File: src/clk_switch_consts.svh
// Constants for the glitchless clock switchover block
`ifndef CLK_SWITCH_CONSTS_SVH
`define CLK_SWITCH_CONSTS_SVH
// ****************************************************************
// Register map
// ****************************************************************
`define CTRL_OFFSET 12'h000
`define STATUS_OFFSET 12'h004
// ****************************************************************
// Control fields
// ****************************************************************
`define CTRL_CHOICE_BIT 0
`define CTRL_FORCE_BIT 1
`define CTRL_GATE_BIT 2
`define CTRL_LEVEL_BIT 3
`define CTRL_PDN_BIT 4
`define CTRL_RESET_VAL 32'h0000_0014
// ****************************************************************
// Timing counts, in rising edges of the chosen source
// ****************************************************************
`define LOW_TICKS 2'h2
`define FORCE_TICKS 2'h3
`endif

File: src/clk_switch_pkg.sv
// Types for the glitchless clock switchover block
package clk_switch_pkg;
  typedef enum logic [1:0] {run, wait_fall, hold_low} phase_e;
  typedef struct packed {
    logic [31:0] ctrl;
    phase_e phase;
    logic sel_now;
    logic [1:0] cnt;
    logic tick;
    logic src_q;
    logic out_q;
    logic [5:0] true_q;
    logic [5:0] comp_q;
    logic [31:0] prdata;
    logic pready;
  } state_s;
endpackage

File: src/clk_switch.sv
// Glitchless two-source clock switchover with gating and power-down
// Contract
// Force output low within three output cycles
// Low gap lasts at most three cycles
// Resume output with new source rising edge
// Forced switch isolates deselected source
// Forced switch drives output low immediately
// Restart from currently chosen source
// Restart only after new-source cycles elapse
// Controller releases force before changing choice
// Dead chosen clock: toggle choice, force
// Dead other clock: assert force
// Keep force until dead clock repaired
// Single-source systems hold force low
// Controller times gate to avoid runts
// Gate outputs off before power-down
// Keep gated until power-up completes
// Power-down pulls both pair outputs high
// Gated outputs go to gated level
// Handoff sequenced by flip-flops, no slivers
`include "clk_switch_consts.svh"
module clk_switch #(
  parameter int N_OUT = 6
) (
  // APB slave
  input wire logic pclk,
  input wire logic presetn,
  input wire logic psel,
  input wire logic penable,
  input wire logic pwrite,
  input wire logic [11:0] paddr,
  input wire logic [31:0] pwdata,
  output logic [31:0] prdata,
  output logic pready,
  output logic pslverr,
  // Clock sources, sampled as pins
  input wire logic src_a,
  input wire logic src_b,
  // Output pairs
  output logic [N_OUT-1:0] out_true,
  output logic [N_OUT-1:0] out_comp
);

  // ****************************************************************
  // Pin synchronisers
  // ****************************************************************
  logic [1:0] a_sync;
  logic [1:0] b_sync;
  // Two flops each; only the second stage is read below
  always_ff @(posedge pclk or negedge presetn) begin
    if (!presetn) begin
      a_sync <= 2'h0;
      b_sync <= 2'h0;
    end else begin
      a_sync <= {a_sync[0], src_a};
      b_sync <= {b_sync[0], src_b};
    end
  end
  // ****************************************************************
  // Next-state logic
  // ****************************************************************
  clk_switch_pkg::state_s s_reg;
  clk_switch_pkg::state_s s_next;
  logic choice;
  logic force_sw;
  logic gate_on;
  logic level;
  logic pdn_n;
  logic src_sel;
  logic src_rise;
  logic wr;
  logic rd;
  logic force_rise;
  assign choice = s_reg.ctrl[`CTRL_CHOICE_BIT];
  assign force_sw = s_reg.ctrl[`CTRL_FORCE_BIT];
  assign gate_on = s_reg.ctrl[`CTRL_GATE_BIT];
  assign level = s_reg.ctrl[`CTRL_LEVEL_BIT];
  assign pdn_n = s_reg.ctrl[`CTRL_PDN_BIT];
  // Only the chosen source is ever looked at, so a dead one cannot leak
  assign src_sel = s_reg.sel_now ? b_sync[1] : a_sync[1];
  assign src_rise = src_sel & ~s_reg.src_q;
  // The write lands on the edge that also samples pready high
  assign wr = psel & penable & pwrite & s_reg.pready;
  assign rd = psel & ~penable & ~pwrite;
  // Only a fresh force request restarts; holding the bit must leave the
  // output running from the chosen source
  assign force_rise = wr & (paddr == `CTRL_OFFSET)
    & pwdata[`CTRL_FORCE_BIT] & ~force_sw;
  always_comb begin
    s_next = s_reg;
    s_next.pready = psel & ~penable;
    s_next.tick = src_rise;
    s_next.src_q = src_sel;
    if (wr && paddr == `CTRL_OFFSET) begin
      s_next.ctrl = {27'h0, pwdata[4:0]};
    end
    if (rd) begin
      if (paddr == `CTRL_OFFSET) begin
        s_next.prdata = s_reg.ctrl;
      end else if (paddr == `STATUS_OFFSET) begin
        s_next.prdata = {28'h0, s_reg.out_q, s_reg.sel_now,
                         s_reg.phase};
      end else begin
        s_next.prdata = 32'h0;
      end
    end
    case (s_reg.phase)
      clk_switch_pkg::run: begin
        // Follow the source; a new choice waits for a falling edge
        s_next.out_q = src_sel;
        if (choice != s_reg.sel_now) begin
          s_next.phase = clk_switch_pkg::wait_fall;
        end
      end
      clk_switch_pkg::wait_fall: begin
        s_next.out_q = src_sel;
        if (force_sw || !src_sel) begin
          s_next.out_q = 1'b0;
          s_next.sel_now = choice;
          s_next.cnt = force_sw ? `FORCE_TICKS : `LOW_TICKS;
          s_next.phase = clk_switch_pkg::hold_low;
        end
      end
      default: begin
        // Count rising edges of the new source while low
        s_next.out_q = 1'b0;
        if (s_reg.tick) begin
          s_next.cnt = s_reg.cnt - 2'h1;
        end
        if (s_reg.cnt == 2'h0 && src_rise) begin
          s_next.out_q = 1'b1;
          s_next.phase = clk_switch_pkg::run;
        end
      end
    endcase
    // A new force request parks the output at once, whatever the phase,
    // and restarts from the source that the new control word selects
    if (force_rise) begin
      s_next.out_q = 1'b0;
      s_next.sel_now = pwdata[`CTRL_CHOICE_BIT];
      s_next.cnt = `FORCE_TICKS;
      s_next.phase = clk_switch_pkg::hold_low;
    end
    // Output stage: power-down beats gating beats the clock
    if (!pdn_n) begin
      s_next.true_q = '1;
      s_next.comp_q = '1;
    end else if (!gate_on) begin
      s_next.true_q = {N_OUT{level}};
      s_next.comp_q = {N_OUT{~level}};
    end else begin
      s_next.true_q = {N_OUT{s_reg.out_q}};
      s_next.comp_q = {N_OUT{~s_reg.out_q}};
    end
  end
  // ****************************************************************
  // State register
  // ****************************************************************
  always_ff @(posedge pclk or negedge presetn) begin
    if (!presetn) begin
      s_reg <= '0;
      s_reg.ctrl <= `CTRL_RESET_VAL;
      s_reg.true_q <= '1;
      s_reg.comp_q <= '0;
    end else begin
      s_reg <= s_next;
    end
  end
  assign prdata = s_reg.prdata;
  assign pready = s_reg.pready;
  assign pslverr = 1'b0;
  assign out_true = s_reg.true_q;
  assign out_comp = s_reg.comp_q;
endmodule

File: config.mk
export PLATFORM = sky130hd
export DESIGN_NAME = clk_switch
export DESIGN_NICKNAME = d
export VERILOG_FILES = /design/src/clk_switch_pkg.sv /design/src/clk_switch.sv
export VERILOG_INCLUDE_DIRS = /design/src /design/src/src
export SDC_FILE = /design/constraint.sdc
export NUM_CORES = 1
export LEC_CHECK = 0
export BUFFER_PORTS_ARGS = -buffer_cell sky130_fd_sc_hd__buf_2
export CAP_MARGIN = 20
export CORE_MARGIN = 5
export CORE_UTILIZATION = 45
export DETAILED_ROUTE_END_ITERATION = 10
export PLACE_DENSITY = 0.83
export SLEW_MARGIN = 20
export SYNTH_ARGS = -nofsm -noshare
export SYNTH_HDL_FRONTEND = slang
export SYNTH_SLANG_ARGS = --single-unit
File: constraint.sdc
create_clock -name pclk -period 3.2 [get_ports pclk]
set_input_delay 0 -clock pclk [delete_from_list [all_inputs] [get_ports pclk]]
set_output_delay 0 -clock pclk [all_outputs]
set_load 0.03 [all_outputs]
Yosys cells after proc, flatten, opt, wreduce, memory -nomap -nowiden
Index checks and enable logic that the tools add are counted.
Storage, ports and cells
  word-level logic and storage cells: 67
  register bits: 62
Operators by class
  bitwise gates (word level): 15
  reductions and logical operators: 14
  mux-type cells: 18
  add/subtract/negate cells: 1
  eq/ne operators: 6
Operators with widths (number)
  12-bit two-way mux: 2
  5-bit two-way mux: 3
  12-bit by 3-bit == test with 1-bit output (second input constant): 1
  12-bit zero test: 1
  1-bit bitwise AND: 9
  2-bit one-hot mux with 2 select lines: 2
  1-bit two-way mux: 6
  2-bit two-way mux: 3
  3-bit != test (second input constant): 2
  1-bit NOT: 6
  3-bit AND reduction: 2
  2-bit zero test: 2
  4-bit two-way mux: 1
  2-bit nonzero test: 2
  4-bit nonzero test: 1
  3-bit nonzero test: 1
  2-bit by 1-bit == test with 1-bit output (second input constant): 1
  1-bit logical AND: 2
  2-bit != test (second input constant): 1
  1-bit one-hot mux with 2 select lines: 1
  2-bit AND reduction: 1
  2-bit by 1-bit subtractor with 2-bit output (second input constant): 1
  1-bit zero test: 1
  1-bit logical OR: 1
  1-bit != test: 1

Depth between registers and ports, before layout
  depth after elaboration: 8
  depth in mapped cells: 6

Worst setup path before layout
Ideal clock, no wire load.
  path kind: reg-to-reg
  start: register s_reg (netlist bit pready)
  end: register s_reg[50] (netlist bit)
  required time: 3.075 ns
  buffers on the path: 0
  library setup time: 0.125 ns
  stages on the path, launching flop included: 5
  data arrival time: 1.632 ns
  clock period less this slack: 1.757 ns
  setup slack: 1.443 ns
  path through: dfrtp_1 -> nand4_1 -> or2_2 -> or4_4 -> mux2_4
Between the ends
  cells in the longest elaborated chain, start to end: 6
RTL lines
  start: declaration: RTL line clk_switch.sv:62  | clk_switch_pkg::state_s s_reg;
  start signal: assignment: RTL line clk_switch.sv:166  | s_reg <= s_next;
  1-bit bitwise AND (*): RTL line clk_switch.sv:83  | assign wr = psel & penable & pwrite & s_reg.pready;
  1-bit bitwise AND (*) (3 in a row): RTL line clk_switch.sv:87  | assign force_rise = wr & (paddr == `CTRL_OFFSET)
  2-bit nonzero test (no source line)
  2-bit AND reduction (no source line)
Mark *: on every way between the ends. The rest lies on a longest branch, timed or not.
A chain may end at the register's enable or synchronous reset.

Worst setup path in the final report
Ends and elaborated chain as after synthesis.

==> impl_metrics.ini <==
[timing]
hold_violations = 0
fin_setup_tns_ns = 0
fin_crit_sh_pct = 52.9
finalSetupViolCount = 0
max_freq_ghz = 0.591
skew_ns = 0.00196
period_needed_ns = 1.69
finalMaxSlewViolations = 0
max-slew-margin-rel_pct = 65.4
worstMarginPinSlew_ns = 0.505
rsz0062_at_grt = false

[setup_path]
worst-path-buf-inv = 0
worst_ep_required_time_ns = 3.40
crit_type = reg -> reg
critPathLaunchType = flop
critPathMaxFanout = 5
critPathMaxStageDelay_ns = 0.47
slowest_stage = or4_4
cp.arrival_ns = 1.89
critPathCaptureType = flop
cp_top_family = simple AND/OR/NAND/NOR gates
crit_chain = nand4_1 -> or2_2 -> or4_4 -> mux2_4

[route]
remaining_drc_errors = 0
wl_um = 2560
drt-wirelength-per-cell_um = 11.4
dr.pass1.iters = 4
wl_met1_um = 1030
vias_per_cell = 4.38
ant_nets = 0
vias = 982
routed-wl-met3_um = 240
drt-initial-drc-count = 7
highest_layer = met4
dr_wl_met2_um = 1210

[global_route]
antenna_found_initial = 0
grt-ovfl-total = 0
grt_pass1_wl_um = 4220
grt_max_degree = 26
grtUsageTotal_pct = 12.2
grt_pass1_vias = 966

[placement]
dp_hpwl_um = 1970
place_area_um2 = 1480
portBuffers = 41
gp_congestion = 0.731

[yosys]
synth_commonest_cells = buf_4, dfrtp_1, nand2_1
syn_avg_cell_area_um2 = 10.1
seq_area_frac_synth_pct = 43.0
synthFlopType = dfrtp_1
ys_top_cells_by_area = dfrtp_1, buf_4, dfstp_2
synth_top_area_share_pct = 37.6
syn_area_um2 = 1460
yosysWarnings = 0
synth_seq_cells = 25
async_reset_ff_share_pct = 100
synth.most_common_cell = buf_4
syn_inst = 145
yosys.area.top_type = dfrtp_1
synth_edf_count = 0
synth_cell_types = 34

[cts]
cts.sinks = 25
cts_buffers = 3
clock_latency_ns = 0.30
cts-root-buf = clkbuf_4
postCtsSetupBuffers = 0
tritoncts = done
htree_num_levels = 1
clkSlewWorstSetupHoldPaths_ns = 0.12
clk_path_buf_depth = 2

[pwr]
combPwrFrac_pct = 23.2
ir_worst_vdd_v = 0.000304
net-switching-power_uw = 206
swShare_pct = 31.4
p_int_uw = 450
seqPwrFrac_pct = 56.6
p_leak_uw = 0.000814
clock_power_share_pct = 20.2
powerDensity_nw_per_um2 = 407

[layout]
stdcell_area_um2 = 1610
seqCellArea_um2 = 629
multi_input_area_um2 = 559
fillerInstances = 285
area.growth.synth_to_final_pct = 10.1
antenna_cells = 0
largest_reg_flops = 8
layout-drive-gt1-share_pct = 33.9
nets = 233

[floorplan]
die_x_um = 67.0
rows = 20
start_util_pct = 47.6
die_y_um = 67.0
core_area_um2 = 3080
dieArea_um2 = 4490
io-pin-count = 97

[min_path]
hold_class = in -> reg

[job]
max_cap_viol_count = 0

[run_status]
status = complete, no violations
-- placed cells by master, fill, tap and decap left out, drive strengths merged, types with 2 or more instances in the layout --
master	netlist	final
mux2	7	7
mux2i	5	5
nand3	2	2
dfstp	3	3
dlygate4sd3	0	11
or2	3	3
nor3	3	3
nand2b	3	3
dfrtp	22	22
nor2b	3	3
o21ai	8	8
clkbuf	2	4
buf	46	41
nor2	2	2
nand2	9	9
conb	1	28
inv	7	7
nor4	2	2
and3	2	2
a21oi	3	3
-- metrics by stage --
stage | setup WS [ns] | power, µW | util, % | hold slack, ns | instances
after floorplan | 1.44 | 505 | - | -0.296 | 172
after global placement | 1.57 | 511 | 47.9 | 0.0131 | 209
after detailed placement | 1.56 | 518 | 47.9 | 0.0106 | 209
after CTS | 1.52 | 658 | 52.4 | 0.143 | 224
after global routing | 1.42 | 698 | 52.4 | 0.170 | 224
final | 1.51 | 655 | 52.4 | 0.149 | 224
-- worst min-delay path, stage by stage --
cell	delay (ns)
buf_2	0.08
nor4_2	0.03
nand3_1	0.09
or4_4	0.17
nand2_1	0.05
-- power by group through the flow --
| stage | Sequential, µW | Clock (µW) | Combinational (µW) |
|---|---|---|---|
| global route | 375 | 152 | 171 |
| floorplan | 359 | 0 | 146 |
| finish | 371 | 132 | 152 |
| detailed placement | 376 | 0 | 142 |
| CTS | 369 | 136 | 153 |
| global placement | 374 | 0 | 137 |
-- cell families after synthesis --
family / share of synthesized area [%]
buffers and inverters: 25.7
AO/OA/AOI/OAI: 7.86
other: 0.256
AND/OR/NAND/NOR: 12.7
multiplexers: 9.06
adder cells (fa/ha/maj): 0.855
XOR/XNOR: 0.598
flip-flops: 43.0
-- path summary, 6_finish.rpt --
kind                                          start               endpoint  slack [ns]  cells past startpoint
worst max-delay path               pready$_DFF_PN0_  s_reg[50]$_DFFE_PN0P_        1.51                      4
worst min-delay path                       paddr[6]  s_reg[48]$_DFFE_PN0P_        0.15                      5
min in group asynchronous                   presetn    b_sync[0]$_DFF_PN0_        0.18                      2
max in group asynchronous                   presetn  out_true[4]$_DFF_PN1_        2.65                      2
worst max register to register     pready$_DFF_PN0_  s_reg[50]$_DFFE_PN0P_        1.51                      4
worst min register to register  b_sync[0]$_DFF_PN0_    b_sync[1]$_DFF_PN0_        0.36                      0
-- metal layers --
| metal | vias to the layer above | GRT usage, % |
|---|---|---|
| met2 | 48 | 20.0 |
| met1 | 439 | 14.7 |
| li1 | 485 | - |
| met4 | 0 | 6.58 |
| met3 | 10 | 2.87 |
| met5 | - | 0 |
-- layout make-up --
type | instances | area share [%]
clock buffers | 4 | 1.63
inverters | 7 | 1.63
multi-input cells | 92 | 34.7
flip-flops and latches | 25 | 39.1
well taps | 44 | 3.42
repair buffers | 52 | 19.6
-- repair_timing --
item / 4_1_cts / 5_1_grt
resized for setup: 0 / 0
hold buffers: 11 / 0
endpoints found under the hold margin: 33 / 0
No activity file was read; power rests on OpenSTA's default activity.
